`src/crt_pkg.sv`:
```
// Purpose: shared constants, tables and helpers of the coherency timing block
// Assumes: divisor codes 0..4 stand for cache clock divisors 1,1.5,2,2.5,3
// Notes: latency figures are processor clock cycles
package crt_pkg;
    localparam logic [7:0] CTRL_OFS = 8'h00;
    localparam logic [7:0] STAT_OFS = 8'h04;
    localparam logic [7:0] LAT_OFS = 8'h08;
    localparam logic [7:0] CNT_OFS = 8'h0c;
    localparam int CTRL_SCDIV_LSB = 0;
    localparam int CTRL_SYSDIV_LSB = 3;
    localparam int CTRL_MASTER_BIT = 5;
    localparam int STAT_OVF_BIT = 5;
    localparam logic [5:0] CTRL_RST = 6'h00;
    localparam logic [1:0] RESP_OKAY = 2'h0;
    localparam logic [1:0] RESP_SLVERR = 2'h2;
    localparam logic [2:0] Q_DEPTH = 3'h4;
    localparam logic [7:0] ST_MIN = 8'h05;
    localparam logic [7:0] DT_MIN = 8'h08;
    localparam logic [4:0][7:0] ST_TYP = {8'h11, 8'h10, 8'h0e, 8'h0d, 8'h0a};
    localparam logic [4:0][7:0] ST_MAX = {8'h4f, 8'h47, 8'h3b, 8'h30, 8'h27};
    localparam logic [4:0][7:0] DT_TYP = {8'h2b, 8'h2b, 8'h26, 8'h21, 8'h1c};
    localparam logic [4:0][7:0] DT_MAX = {8'h8d, 8'h80, 8'h69, 8'h58, 8'h46};
    localparam logic [7:0] ST_LAT_LO = 8'h06;
    localparam logic [7:0] ST_LAT_HI = 8'h52;

    typedef enum logic {CRT_IDLE, CRT_RUN} crt_fsm_e;

    // codes above 4 fold onto the slowest divisor
    function automatic logic [2:0] div_idx(input logic [2:0] d);
        div_idx = (d > 3'h4) ? 3'h4 : d;
    endfunction

    function automatic logic [7:0] miss_extra(input logic [2:0] d);
        miss_extra = (div_idx(d) < 3'h2) ? 8'h01 : (div_idx(d) < 3'h4) ? 8'h02 : 8'h03;
    endfunction

    function automatic logic [7:0] sync_extra(input logic [1:0] d);
        sync_extra = (d == 2'h0) ? 8'h01 : (d == 2'h1) ? 8'h02 : 8'h03;
    endfunction
endpackage

```
`src/crt_ifs.sv`:
```
// Purpose: carriers between the core, the link sampler and the latency table
// Assumes: all signals on clk
// Notes: class bits [0] buffer hit, [1] outgoing hit, [2] mru miss, [3] conflict, [4] dirty
`timescale 1ns/1ps
interface crt_link_if;
    logic link_rise;
    logic req_pulse;
    logic [1:0] req_state;
    logic [4:0] req_cls;
    logic gp_ok;
    modport smp (output link_rise, req_pulse, req_state, req_cls, gp_ok);
    modport core (input link_rise, req_pulse, req_state, req_cls, gp_ok);
endinterface

interface crt_lat_if;
    logic [2:0] scdiv;
    logic [1:0] sysdiv;
    logic [4:0] cls;
    logic [7:0] st_lat;
    logic [7:0] dt_lat;
    modport calc (input scdiv, sysdiv, cls, output st_lat, dt_lat);
    modport core (output scdiv, sysdiv, cls, input st_lat, dt_lat);
endinterface

```
`src/crt_link_sampler.sv`:
```
// Purpose: bring link pins into clk, find link clock rising edges
// Assumes: link clock much slower than clk
// Notes: request pins are only looked at on a link clock rising edge
`timescale 1ns/1ps
module crt_link_sampler
    import crt_pkg::*;
(
    input wire logic clk,
    input wire logic sys_rst,
    input wire logic system_interface_clock,
    input wire logic global_perform_ack_n,
    input wire logic coh_req_valid,
    input wire logic [1:0] coh_req_state,
    input wire logic [4:0] coh_req_class,
    crt_link_if.smp lk
);
    typedef struct packed {
        logic [9:0] s1;
        logic [9:0] s2;
        logic sic_d;
        logic rise;
        logic req;
        logic [1:0] st;
        logic [4:0] cls;
        logic gp_ok;
    } crt_smp_s;

    crt_smp_s s_ff;
    crt_smp_s nxt_s;
    logic edge_now;

    assign edge_now = s_ff.s2[9] && !s_ff.sic_d;

    always_comb
    begin
        nxt_s = s_ff;
        nxt_s.s1 = {system_interface_clock, global_perform_ack_n, coh_req_valid, coh_req_state, coh_req_class};
        nxt_s.s2 = s_ff.s1;
        nxt_s.sic_d = s_ff.s2[9];
        nxt_s.rise = edge_now;
        nxt_s.req = edge_now && s_ff.s2[7];
        if (edge_now)
        begin
            nxt_s.st = s_ff.s2[6:5];
            nxt_s.cls = s_ff.s2[4:0];
            nxt_s.gp_ok = !s_ff.s2[8];
        end
    end

    always_ff @(posedge clk or posedge sys_rst)
    begin
        if (sys_rst)
            s_ff <= '0;
        else
            s_ff <= nxt_s;
    end

    assign lk.link_rise = s_ff.rise;
    assign lk.req_pulse = s_ff.req;
    assign lk.req_state = s_ff.st;
    assign lk.req_cls = s_ff.cls;
    assign lk.gp_ok = s_ff.gp_ok;
endmodule

```
`src/crt_lat_calc.sv`:
```
// Purpose: state and data response latency of the request at queue head
// Assumes: a buffer hit wins over a conflict
// Notes: purely combinational
`timescale 1ns/1ps
module crt_lat_calc
    import crt_pkg::*;
(
    crt_lat_if.calc lt
);
    logic [2:0] i;
    logic [7:0] sx;
    logic [7:0] mx;

    assign i = div_idx(lt.scdiv);
    assign sx = sync_extra(lt.sysdiv);
    assign mx = lt.cls[2] ? miss_extra(lt.scdiv) : 8'h00;

    always_comb
    begin
        if (lt.cls[0])
            lt.st_lat = ST_MIN + sx;
        else if (lt.cls[3])
            lt.st_lat = ST_MAX[i] + sx;
        else
            lt.st_lat = ST_TYP[i] + mx + sx;
        if (lt.cls[1])
            lt.dt_lat = DT_MIN + sx;
        else if (lt.cls[3])
            lt.dt_lat = DT_MAX[i] + sx;
        else
            lt.dt_lat = DT_TYP[i] + mx + sx;
    end
endmodule

```
`src/crt_core.sv`:
```
// Purpose: coherency response timing and barrier graduation gate
// Assumes: AXI4-Lite register access, prot signals not used
// Notes: one coherency request in flight, later ones queue in arrival order
// Contract
// - every targeting coherency request gets a state response, latency counted from the request; the code drops one arriving on a full 4-entry queue.
// - data latency ends at data response as master, at state bus bit 0 as slave.
// - state latency is at least 5 cycles, worst 39 to 79 with cache divisor.
// - with 32-word blocks data latency is at least 8, worst 141 cycles.
// - buffer hit on cached or outgoing entry gives minimum state latency.
// - outgoing buffer hit gives minimum data latency, block taken from buffer.
// - missing the most recent cache way adds 1 to 3 cycles by cache divisor.
// - link clock synchronisation adds 1 to 3 cycles by system divisor.
// - earlier outstanding requests are served first and delay later ones.
// - barrier graduates only while the perform input is asserted.
`timescale 1ns/1ps
module crt_core
    import crt_pkg::*;
(
    input wire logic clk,
    input wire logic sys_rst,
    input wire logic system_interface_clock,
    input wire logic global_perform_ack_n,
    input wire logic coh_req_valid,
    input wire logic [1:0] coh_req_state,
    input wire logic [4:0] coh_req_class,
    input wire logic sync_req,
    output logic sync_grant,
    output logic coh_state_valid,
    output logic [2:0] coherency_state_response_bus,
    output logic coh_data_resp,
    input wire logic s_axi_awvalid,
    output logic s_axi_awready,
    input wire logic [7:0] s_axi_awaddr,
    input wire logic s_axi_wvalid,
    output logic s_axi_wready,
    input wire logic [31:0] s_axi_wdata,
    input wire logic [3:0] s_axi_wstrb,
    output logic s_axi_bvalid,
    input wire logic s_axi_bready,
    output logic [1:0] s_axi_bresp,
    input wire logic s_axi_arvalid,
    output logic s_axi_arready,
    input wire logic [7:0] s_axi_araddr,
    output logic s_axi_rvalid,
    input wire logic s_axi_rready,
    output logic [31:0] s_axi_rdata,
    output logic [1:0] s_axi_rresp
);
    typedef struct packed {
        crt_fsm_e fsm;
        logic [5:0] ctrl;
        logic [1:0] qwp;
        logic [1:0] qrp;
        logic [2:0] qn;
        logic [3:0][6:0] q;
        logic [6:0] cur;
        logic [7:0] cnt;
        logic [7:0] stl;
        logic [7:0] dtl;
        logic st_done;
        logic dt_done;
        logic stv;
        logic [2:0] sbus;
        logic dresp;
        logic sgrant;
        logic [15:0] nresp;
        logic ovf;
        logic awh;
        logic [7:0] awa;
        logic wh;
        logic [31:0] wd;
        logic [3:0] ws;
        logic awr;
        logic wr;
        logic bv;
        logic [1:0] br;
        logic arr;
        logic rv;
        logic [31:0] rd;
        logic [1:0] rr;
    } crt_core_s;

    crt_core_s s_ff;
    crt_core_s nxt_s;
    logic pop;
    logic push_ok;

    crt_link_if lk ();
    crt_lat_if lt ();

    crt_link_sampler u_smp (
        .clk(clk),
        .sys_rst(sys_rst),
        .system_interface_clock(system_interface_clock),
        .global_perform_ack_n(global_perform_ack_n),
        .coh_req_valid(coh_req_valid),
        .coh_req_state(coh_req_state),
        .coh_req_class(coh_req_class),
        .lk(lk.smp)
    );

    crt_lat_calc u_lat (
        .lt(lt.calc)
    );

    assign lt.scdiv = s_ff.ctrl[CTRL_SCDIV_LSB +: 3];
    assign lt.sysdiv = s_ff.ctrl[CTRL_SYSDIV_LSB +: 2];
    assign lt.cls = s_ff.q[s_ff.qrp][4:0];

    // a request arriving on a full queue is dropped and flagged, never overwrites
    assign push_ok = lk.req_pulse && (s_ff.qn != Q_DEPTH);
    assign pop = (s_ff.fsm == CRT_IDLE) && (s_ff.qn != 3'h0);

    always_comb
    begin
        nxt_s = s_ff;
        nxt_s.stv = 1'b0;
        nxt_s.dresp = 1'b0;
        nxt_s.sbus[0] = 1'b0;
        // the barrier waits for the sampled perform level, not the raw pin
        nxt_s.sgrant = sync_req && lk.gp_ok;

        if (s_axi_awvalid && s_ff.awr)
        begin
            nxt_s.awh = 1'b1;
            nxt_s.awa = s_axi_awaddr;
        end
        if (s_axi_wvalid && s_ff.wr)
        begin
            nxt_s.wh = 1'b1;
            nxt_s.wd = s_axi_wdata;
            nxt_s.ws = s_axi_wstrb;
        end
        if (s_ff.bv && s_axi_bready)
            nxt_s.bv = 1'b0;
        if (nxt_s.awh && nxt_s.wh && !nxt_s.bv)
        begin
            nxt_s.awh = 1'b0;
            nxt_s.wh = 1'b0;
            nxt_s.bv = 1'b1;
            nxt_s.br = RESP_OKAY;
            case (nxt_s.awa)
                CTRL_OFS:
                begin
                    if (nxt_s.ws[0])
                        nxt_s.ctrl = nxt_s.wd[5:0];
                end
                STAT_OFS:
                begin
                    if (nxt_s.ws[0] && nxt_s.wd[STAT_OVF_BIT])
                        nxt_s.ovf = 1'b0;
                end
                LAT_OFS, CNT_OFS:
                begin
                    nxt_s.br = RESP_OKAY;
                end
                default:
                begin
                    nxt_s.br = RESP_SLVERR;
                end
            endcase
        end
        nxt_s.awr = !nxt_s.awh && !nxt_s.bv;
        nxt_s.wr = !nxt_s.wh && !nxt_s.bv;

        if (s_ff.rv && s_axi_rready)
            nxt_s.rv = 1'b0;
        if (s_axi_arvalid && s_ff.arr)
        begin
            nxt_s.rv = 1'b1;
            nxt_s.rr = RESP_OKAY;
            case (s_axi_araddr)
                CTRL_OFS:
                    nxt_s.rd = {26'h0, s_ff.ctrl};
                STAT_OFS:
                    nxt_s.rd = {26'h0, s_ff.ovf, s_ff.qn, s_ff.fsm == CRT_RUN, lk.gp_ok};
                LAT_OFS:
                    nxt_s.rd = {16'h0, s_ff.dtl, s_ff.stl};
                CNT_OFS:
                    nxt_s.rd = {16'h0, s_ff.nresp};
                default:
                begin
                    nxt_s.rd = 32'h0;
                    nxt_s.rr = RESP_SLVERR;
                end
            endcase
        end
        nxt_s.arr = !nxt_s.rv;

        // a set from the link outranks a software clear in the same cycle
        if (lk.req_pulse && !push_ok)
            nxt_s.ovf = 1'b1;
        if (push_ok)
        begin
            nxt_s.q[s_ff.qwp] = {lk.req_state, lk.req_cls};
            nxt_s.qwp = s_ff.qwp + 2'h1;
        end
        nxt_s.qn = s_ff.qn + {2'h0, push_ok} - {2'h0, pop};

        unique case (s_ff.fsm)
            CRT_IDLE:
            begin
                if (pop)
                begin
                    nxt_s.qrp = s_ff.qrp + 2'h1;
                    nxt_s.cur = s_ff.q[s_ff.qrp];
                    nxt_s.stl = lt.st_lat;
                    nxt_s.dtl = lt.dt_lat;
                    nxt_s.cnt = 8'h00;
                    nxt_s.st_done = 1'b0;
                    nxt_s.dt_done = !lt.cls[4];
                    nxt_s.sbus = 3'h0;
                    nxt_s.fsm = CRT_RUN;
                end
            end
            CRT_RUN:
            begin
                nxt_s.cnt = s_ff.cnt + 8'h01;
                if (!s_ff.st_done && nxt_s.cnt == s_ff.stl)
                begin
                    nxt_s.stv = 1'b1;
                    nxt_s.sbus[2:1] = s_ff.cur[6:5];
                    nxt_s.st_done = 1'b1;
                    nxt_s.nresp = s_ff.nresp + 16'h0001;
                end
                if (!s_ff.dt_done && nxt_s.cnt == s_ff.dtl)
                begin
                    nxt_s.dt_done = 1'b1;
                    if (s_ff.ctrl[CTRL_MASTER_BIT])
                        nxt_s.dresp = 1'b1;
                    else
                        nxt_s.sbus[0] = 1'b1;
                end
                if (nxt_s.st_done && nxt_s.dt_done)
                    nxt_s.fsm = CRT_IDLE;
            end
        endcase
    end

    always_ff @(posedge clk or posedge sys_rst)
    begin
        if (sys_rst)
            s_ff <= '0;
        else
            s_ff <= nxt_s;
    end

    assign sync_grant = s_ff.sgrant;
    assign coh_state_valid = s_ff.stv;
    assign coherency_state_response_bus = s_ff.sbus;
    assign coh_data_resp = s_ff.dresp;
    assign s_axi_awready = s_ff.awr;
    assign s_axi_wready = s_ff.wr;
    assign s_axi_bvalid = s_ff.bv;
    assign s_axi_bresp = s_ff.br;
    assign s_axi_arready = s_ff.arr;
    assign s_axi_rvalid = s_ff.rv;
    assign s_axi_rdata = s_ff.rd;
    assign s_axi_rresp = s_ff.rr;
endmodule

```
`config.mk`:
```
export PLATFORM = sky130hd
export DESIGN_NAME = crt_core
export DESIGN_NICKNAME = d
export VERILOG_FILES = /design/src/crt_pkg.sv /design/src/crt_ifs.sv /design/src/crt_link_sampler.sv /design/src/crt_lat_calc.sv /design/src/crt_core.sv
export SDC_FILE = /design/constraint.sdc
export NUM_CORES = 1
export LEC_CHECK = 0
export ABC_AREA = 1
export BUFFER_PORTS_ARGS = -buffer_cell sky130_fd_sc_hd__buf_2
export CORE_MARGIN = 4
export CORE_UTILIZATION = 40
export DETAILED_ROUTE_END_ITERATION = 6
export GPL_TIMING_DRIVEN = 0
export MAX_ROUTING_LAYER = met4
export PLACE_DENSITY = 0.7
export SLEW_MARGIN = 0
export SYNTH_ARGS = -nofsm -noshare
export SYNTH_HDL_FRONTEND = slang
export SYNTH_HIERARCHICAL = 1
export SYNTH_SLANG_ARGS = --single-unit
```
`constraint.sdc`:
```
create_clock -name clk -period 4 [get_ports clk]
set_input_delay 0.6 -clock clk [delete_from_list [all_inputs] [get_ports clk]]
set_output_delay 0.6 -clock clk [all_outputs]
set_load 0.005 [all_outputs]
```
== Word level (Yosys, flattened, before mapping) ==
Memory sizes are Yosys's and may differ from the RTL's.
Cells that the tools add are included.

* Register bits after elaboration: 215
* Latch bits: 0
* RAM bits: 0
* Bits in read-only memories: 256
* Input bits: 70
* Logic and storage cells: 178
* Memories: 4

{| class="wikitable"
|+ Memories
! memory !! depth !! width !! read ports !! clocked after Yosys merged registers in !! write ports !! line !! text
|-
| (no name shown) || 8 || 8 || 1 || 0 || 0 || crt_lat_calc.sv:31 || <nowiki>lt.dt_lat = DT_TYP[i] + mx + sx;</nowiki>
|-
| (no name shown) || 8 || 8 || 1 || 0 || 0 || crt_lat_calc.sv:23 || <nowiki>lt.st_lat = ST_MAX[i] + sx;</nowiki>
|-
| (no name shown) || 8 || 8 || 1 || 0 || 0 || crt_lat_calc.sv:25 || <nowiki>lt.st_lat = ST_TYP[i] + mx + sx;</nowiki>
|-
| (no name shown) || 8 || 8 || 1 || 0 || 0 || crt_lat_calc.sv:29 || <nowiki>lt.dt_lat = DT_MAX[i] + sx;</nowiki>
|}

* $add $sub $neg: 14
* Multiply operators: 0
* Divide/modulo/power cells: 0
* $lt $le $gt $ge: 7
* Equal/unequal tests: 12
* Shifts and indexed selects: 0
* Mux-type cells: 51
* Bitwise gates (word level): 1
* Reductions and logical operators: 45

{| class="wikitable"
|+ Operator list
! kind !! count
|-
| $mux W8 || 11
|-
| $pmux W16 S4 || 1
|-
| $add A8 B8 Y8 || 6
|-
| $mux W37 || 1
|-
| $mux W35 || 1
|-
| $eq A8 B4 Y1 const B || 4
|-
| $bwmux W28 || 1
|-
| $mux W26 || 1
|-
| $logic_and A1 B1 Y1 || 20
|-
| $mux W1 || 18
|-
| $add A16 B1 Y16 const B || 1
|-
| $eq A8 B3 Y1 const B || 2
|-
| $eq A8 B8 Y1 || 2
|-
| $logic_not A8 Y1 || 2
|-
| $pmux W8 S2 || 1
|-
| $bmux W7 S2 || 1
|-
| $demux W7 S2 || 1
|-
| $mux W7 || 2
|-
| $mux W3 || 4
|-
| $logic_not A1 Y1 || 11
|-
| $mux W9 || 1
|-
| $add A3 B8 Y8 const A || 1
|-
| $add A4 B8 Y8 const A || 1
|-
| $add A8 B1 Y8 const B || 1
|-
| 24 further kinds || 35
|}

== Depth between registers and ports, before layout ==
Gate-level depths: netlist of the first run.

* Word-level depth: 12
* Depth in mapped cells: 17
* Gate-level depth less buffers: 16

== By module ==
The synthesis of the first run kept the hierarchy.

{| class="wikitable"
|+ By module, submodules not included
! module !! instances !! cells each !! area an instance (um^2) !! seq. area each (um^2)
|-
| crt_core || 1 || 809 || 6583.8 || 3328.2
|-
| crt_link_sampler || 1 || 70 || 992.2 || 775.7
|-
| crt_lat_calc || 1 || 144 || 968.4 || 0.0
|}

== Worst setup path after synthesis of the first run ==
No wires, ideal clock.

* Path type: register to register
* From: register s_ff[174] (netlist name)
* To: register s_ff[117] (netlist name)
* Arrival: 2.666 ns
* Required time: 3.870 ns
* Slack: 1.204 ns
* Stages on the path, launching flop included: 16
* Path buffers: 1
* Clock period less this slack: 2.796 ns
* Cells stage by stage: dfrtp_1 -> inv_1 -> clkbuf_1 -> nor2_1 -> o22ai_1 -> nand2_1 -> inv_1 -> fa_1 -> ha_1 -> fa_1 -> inv_1 -> o21ai_0 -> o21ai_0 -> a21oi_2 -> nand2_1 -> o21ai_0

* Word-level cells in the longest chain between the ends: 7

{| class="wikitable"
|+ RTL lines
! item !! line !! text
|-
| start, declared || crt_core.sv:83 || <nowiki>crt_core_s s_ff;</nowiki>
|-
| start signal, assigned || crt_core.sv:245 || <nowiki>s_ff <= nxt_s;</nowiki>
|-
| $bmux W7 S2 || crt_core.sv:108 || <nowiki>assign lt.cls = s_ff.q[s_ff.qrp][4:0];</nowiki>
|-
| $mux W7 || n/a ||
|-
| net lt.cls[2] || crt_ifs.sv:18 || <nowiki>logic [4:0] cls;</nowiki>
|-
| $mux W8 || crt_lat_calc.sv:16 || <nowiki>assign mx = lt.cls[2] ? miss_extra(lt.scdiv) : 8'h00;</nowiki>
|-
| $add A8 B8 Y8 (2 in a row) || crt_lat_calc.sv:31 ||
|-
| $mux W8 || crt_lat_calc.sv:28 || <nowiki>else if (lt.cls[3])</nowiki>
|-
| $mux W8 || crt_lat_calc.sv:26 || <nowiki>if (lt.cls[1])</nowiki>
|-
| net lt.dt_lat[5] || crt_ifs.sv:20 || <nowiki>logic [7:0] dt_lat;</nowiki>
|}

The timed path passes the listed nets, and every way through them passes these cells. The select of a mux whose other input is x is not followed.
A chain may end at the register's enable or synchronous reset.

== Worst setup path after layout of the first run ==
Ends and elaborated chain as after synthesis.

==> out/qor.csv, run 1 <==
stage;metric;value;unit
status;status;completed;
floorplan;die footprint;23700;sq um
clock_tree;maximum clock path buffer count;2;
setup_path;launch point of the critical path;s_ff[174];
timing;final hold violations;0;
global_routing;largest net degree at the start of global routing;43;
routing;DR iter-0 viols;479;
clock_tree;Root Driver;clkbuf_16;
routing;DRC Markers;0;
placement;DP HPWL;14000;um
setup_path;Slowest-stage cell, CP;dfrtp_1;
worst_hold_path;min-delay worst type;in2reg;
clock_tree;post-cts sizing count;0;
clock_tree;total CTS buffers;17;
floorplan;die height;154;um
setup_path;reg2reg end;s_ff[117];
setup_path;Worst R2R Setup Slack;560;ps
power_and_ir_drop;VDD IR max;394;uV
setup_path;CP Class;reg2reg;
routing;DR WL/cell;13.2;um
yosys;Ys Warns;6;
setup_path;R2R depth;15;
global_routing;number of global-route vias before repair;6561;
setup_path;CP required;4300;ps
timing;RSZ-0062 raised after global routing;false;
run;maxcap violations;0;
timing;setup TNS;0;ps
yosys;synthesized instance count;1021;
setup_path;largest fanout on the critical path;10;
routing;Antenna Nets Post-Route;0;
power_and_ir_drop;power density cells;650;nW/um^2
setup_path;Crit path depth;15;
setup_path;CP Capture Type;register;
routing;final wirelength;18700;um
setup_path;CP startpoint kind;register;
setup_path;crit-path most repeated cell;o21ai_0;
global_routing;initial antenna violation count;0;
setup_path;worst path cell trace;inv_1, clkbuf_1, o21ai_0, o22ai_1, nand2_1, inv_1, fa_1, ha_1, fa_1, inv_1, o21ai_0, o21ai_0, a21oi_2, nand2_1, o21ai_0;
floorplan;initial cell density of the core;40.6;%
timing;hold_ws;266;ps
power_and_ir_drop;Leak;5.11;nW
global_routing;All-Layer GR Usage;17.0;%
yosys;Mapped Area;8520;sq um
timing;fmax;291;MHz
clock_tree;Clk pin slew, worst setup/hold paths;80;ps
placement;placed cell area;9330;sq um
routing;drt pass-1 iters;6;
timing;part of the cycle the worst path needs;85.9;%
setup_path;cell family with most CP delay;adder cells;
setup_path;last element of the critical path;s_ff[117];
setup_path;critical path arrival;3730;ps
placement;setup slack after placement;610;ps
setup_path;Buf+Inv Stages, Crit Path;4;
setup_path;CP peak stage delay;450;ps
global_routing;Congestion Overflow GR;0;
clock_tree;postcts setup bufs;0;
clock_tree;H-Tree Depth;4;
cells_and_area;layout cells sized above 1;18.0;%
timing;Clock Skew;13.1;ps
floorplan;num ports;117;
timing;final setup margin;565;ps
timing;setup violators final;0;
timing;final slew viol count;0;
cells_and_area;fin area;9960;sq um
cells_and_area;Area Growth Syn to Fin;17.0;%
yosys;mean cell area of the mapped netlist;8.34;sq um
clock_tree;worst skew pair latency;430;ps
floorplan;core area;21000;sq um
routing;vias per inst;4.74;
global_routing;global-route wire length before repair;32300;um
clock_tree;CTS tree;done;
placement;gp weighted congestion;0.934;
placement;Port Buffers;69;
cells_and_area;# nets final;1229;
timing;Slew Limit Headroom;30.8;%
timing;Slew @ Worst Pin;1040;ps
setup_path;Reg2Reg Launch Point;s_ff[174];
routing;Vias;6716;
clock_tree;hold_buf cts;0;
floorplan;die width;154;um
clock_tree;clock sinks;163;
floorplan;# rows;53;
timing;fin crit period;3440;ps
cells_and_area;ANT cells;0;
[layer usage]
metal / track usage, % / share of wire [%] / up-vias
met3: 2.93 / 3.9 / 23
li1: - / - / 3393
met5: - / 0 / -
met1: 23.3 / 47 / 3166
met2: 26.3 / 47 / 134
met4: 4.79 / 1.5 / 0
[worst min-delay path by stage]
stage / startpoint / to / slack, ps / cells after the start
final: coh_req_class[4] / u_smp/nxt_s[15] / 270 / 1
after floorplan: u_smp/nxt_s[20] / u_smp/nxt_s[10] / 330 / 0
after detailed placement: u_smp/nxt_s[13] / u_smp/s_ff[13] / 340 / 0
after CTS: coh_req_class[2] / u_smp/nxt_s[13] / 250 / 1
after global routing: coh_req_class[0] / u_smp/nxt_s[11] / 250 / 1
after global placement: u_smp/nxt_s[17] / u_smp/s_ff[17] / 330 / 0
[report_power, final]
part	leakage (nW)	total (mW)	switching [mW]	internal, mW
combinational	2.73	2.39	1.49	0.904
clock	0.302	1.69	0.826	0.863
sequential	2.08	2.39	0.300	2.09
[registers in the layout, summed over array words and instances (netlist names), 2 cells and up]
name	flops
lt.sysdiv	2
s_ff	99
lt.scdiv	3
s_axi_rdata	16
u_smp/s_ff	10
u_smp/lk.req_cls	5
coherency_state_response_bus	3
u_smp/lk.req_state	2
u_smp/nxt_s	11
[cells in the final DEF, fill, tap and decap left out, types with 9 or more instances in the layout]
master     instances
inv_1            110
o22ai_1           18
buf_4             47
conb_1            19
nand2_2            9
a21oi_1           10
nor2_1            70
o21ai_1           13
ha_1              22
nand3_1           36
buf_2             76
dfrtp_1          163
o21ai_0           77
nand2_1          310
xor2_1            21
clkbuf_16         17
[final cells by class]
cell class                 count  area, sq um
buffer                        69          482
clock buffer                  17          425
clock inverter                15          201
fill                        2026        11000
inverter                     121          468
multi-input combinational    685         3550
sequential                   163         4080
tap                          275          344
timing repair buffer          72          405
[per-stage QoR]
step | total power [mW] | std cells | util (%)
finish | 6.47 | 1417 | 47.5
floorplan | 4.14 | 1038 | -
detailed placement | 4.79 | 1385 | 44.5
global placement | 4.71 | 1382 | 44.3
global route | 6.99 | 1417 | 47.5
CTS | 6.50 | 1417 | 47.5
Power figures use the tool's default switching activity.
==> run 2, diff against run 1 <==
--- a/config.mk
+++ b/config.mk
@@ -12,7 +12,6 @@
 export DETAILED_ROUTE_END_ITERATION = 6
 export GPL_TIMING_DRIVEN = 0
 export MAX_ROUTING_LAYER = met4
-export PLACE_DENSITY = 0.7
 export SLEW_MARGIN = 0
 export SYNTH_ARGS = -nofsm -noshare
 export SYNTH_HDL_FRONTEND = slang
==> out/qor.csv, run 2 (same netlist as run 1, synthesis figures left out) <==
stage;metric;value;unit
timing;final setup margin;509;ps
cells_and_area;Post-Layout Cell Count;1417;
global_routing;initial antenna violation count;0;
setup_path;Worst R2R Setup Slack;510;ps
timing;setup TNS;0;ps
placement;setup slack after placement;526;ps
cells_and_area;Filler cells;2104;
routing;DR WL/cell;13.4;um
timing;fmax;286;MHz
placement;Port Buffers;69;
setup_path;CP Class;reg2reg;
clock_tree;H-Tree Depth;4;
cells_and_area;most common cell after layout, fill and taps aside;nand2_1;
clock_tree;Clk pin slew, worst setup/hold paths;80;ps
cells_and_area;commonest cells after routing, fill and taps aside;nand2_1 (310), dfrtp_1 (163), inv_1 (110);
timing;setup violators final;0;
cells_and_area;ANT cells;0;
timing;Clock Skew;11.5;ps
setup_path;critical path arrival;3800;ps
worst_hold_path;min-delay worst type;in2async;
global_routing;met1 Resource Use GR;23.2;%
power_and_ir_drop;VDD IR max;365;uV
cells_and_area;layout cells sized above 1;18.0;%
floorplan;core area;21000;sq um
floorplan;# rows;53;
timing;RSZ-0062 raised after global routing;false;
global_routing;number of global-route vias before repair;6457;
cells_and_area;Area Growth Syn to Fin;16.9;%
clock_tree;Root Driver;clkbuf_16;
floorplan;initial cell density of the core;40.6;%
routing;Antenna Nets Post-Route;0;
timing;final hold violations;0;
setup_path;largest fanout on the critical path;10;
timing;fin crit period;3490;ps
cells_and_area;Reg with most FFs;s_ff;
floorplan;die footprint;23700;sq um
global_routing;Congestion Overflow GR;0;
timing;final slew viol count;0;
floorplan;num ports;117;
power_and_ir_drop;power density cells;648;nW/um^2
placement;DP Cell Count;1385;
clock_tree;worst skew pair latency;440;ps
routing;DR iter-0 viols;380;
routing;Vias;6650;
placement;DP HPWL;14100;um
timing;Slew @ Worst Pin;1090;ps
setup_path;reg2reg end;s_ff[117];
cells_and_area;Finished Core Util;47.5;%
cells_and_area;max FFs per register;99;
setup_path;Reg2Reg Launch Point;s_ff[174];
floorplan;die width;154;um
setup_path;CP startpoint kind;register;
global_routing;largest net degree at the start of global routing;42;
global_routing;M2 GR Usage;26.8;%
routing;drt pass-1 iters;5;
timing;Slew Limit Headroom;26.4;%
clock_tree;hold_buf cts;0;
cells_and_area;# nets final;1229;
setup_path;R2R depth;15;
global_routing;All-Layer GR Usage;17.3;%
placement;gp weighted congestion;0.885;
run;maxcap violations;0;
global_routing;met3 Usage GRT;2.96;%
global_routing;global routing's busiest layer;met2;
timing;part of the cycle the worst path needs;87.3;%
clock_tree;total CTS buffers;17;
setup_path;CP Capture Type;register;
status;status;completed;
global_routing;global-route wire length before repair;32400;um
floorplan;die height;154;um
setup_path;CP required;4310;ps
clock_tree;postcts setup bufs;0;
timing;hold_ws;244;ps
clock_tree;CTS tree;done;
power_and_ir_drop;Leak;5.11;nW
routing;DRC Markers;0;
clock_tree;maximum clock path buffer count;2;
routing;final wirelength;19000;um
routing;vias per inst;4.69;
clock_tree;post-cts sizing count;0;
clock_tree;clock sinks;163;
run 2: worst max-delay path: stages, from the launching register on:
cell and delay [ps]:
dfrtp_1 450, inv_1 180, clkbuf_1 380, o21ai_0 140, o22ai_1 290, nand2_1 160
inv_1 90, fa_1 410, ha_1 240, fa_1 410, inv_1 90, o21ai_0 70
o21ai_0 220, a21oi_2 50, nand2_1 100, o21ai_0 90
run 2: worst max-delay path by stage:
stage,startpoint,endpoint,slack [ps]
final,s_ff[174],s_ff[117],510
after global routing,s_ff[174],s_ff[117],180
after CTS,s_ff[174],s_ff[117],510
after detailed placement,s_ff[174],s_ff[117],530
after global placement,s_ff[174],s_ff[117],540
after floorplan,s_ff[174],s_ff[117],1200
run 2: final cells by class:
| class | count | area (sq um) | share of cell area, % |
|---|---|---|---|
| flip-flops and latches | 163 | 4080 | 41.0 |
| clock buffers | 17 | 425 | 4.27 |
| inverters | 121 | 468 | 4.70 |
| multi-input cells | 685 | 3550 | 35.7 |
| plain buffers | 69 | 482 | 4.84 |
| repair buffers | 72 | 405 | 4.07 |
| well taps | 275 | 344 | 3.46 |
| clock inverters | 15 | 199 | 2.00 |
run 2: layer usage:
layer / up-vias / wire, um / part of all wire [%]
met2: 145 / 8920 / 47
met3: 27 / 666 / 3.5
met1: 3098 / 8980 / 47
met4: 0 / 405 / 2.1
met5: - / 0 / 0
li1: 3380 / - / -
run 2: report_power, final:
| group | leakage [nW] | switching, mW | internal [mW] |
|---|---|---|---|
| registers | 2.08 | 0.286 | 2.09 |
| logic | 2.73 | 1.48 | 0.903 |
| clock network | 0.300 | 0.833 | 0.859 |
run 2: through the flow:
| stage | total power [mW] | instance area (sq um) |
|---|---|---|
| after global routing | 6.99 | 9960 |
| after detailed placement | 4.78 | 9330 |
| after global placement | 4.74 | 9270 |
| after CTS | 6.50 | 9960 |
| final | 6.45 | 9960 |
| after floorplan | 4.14 | 8580 |
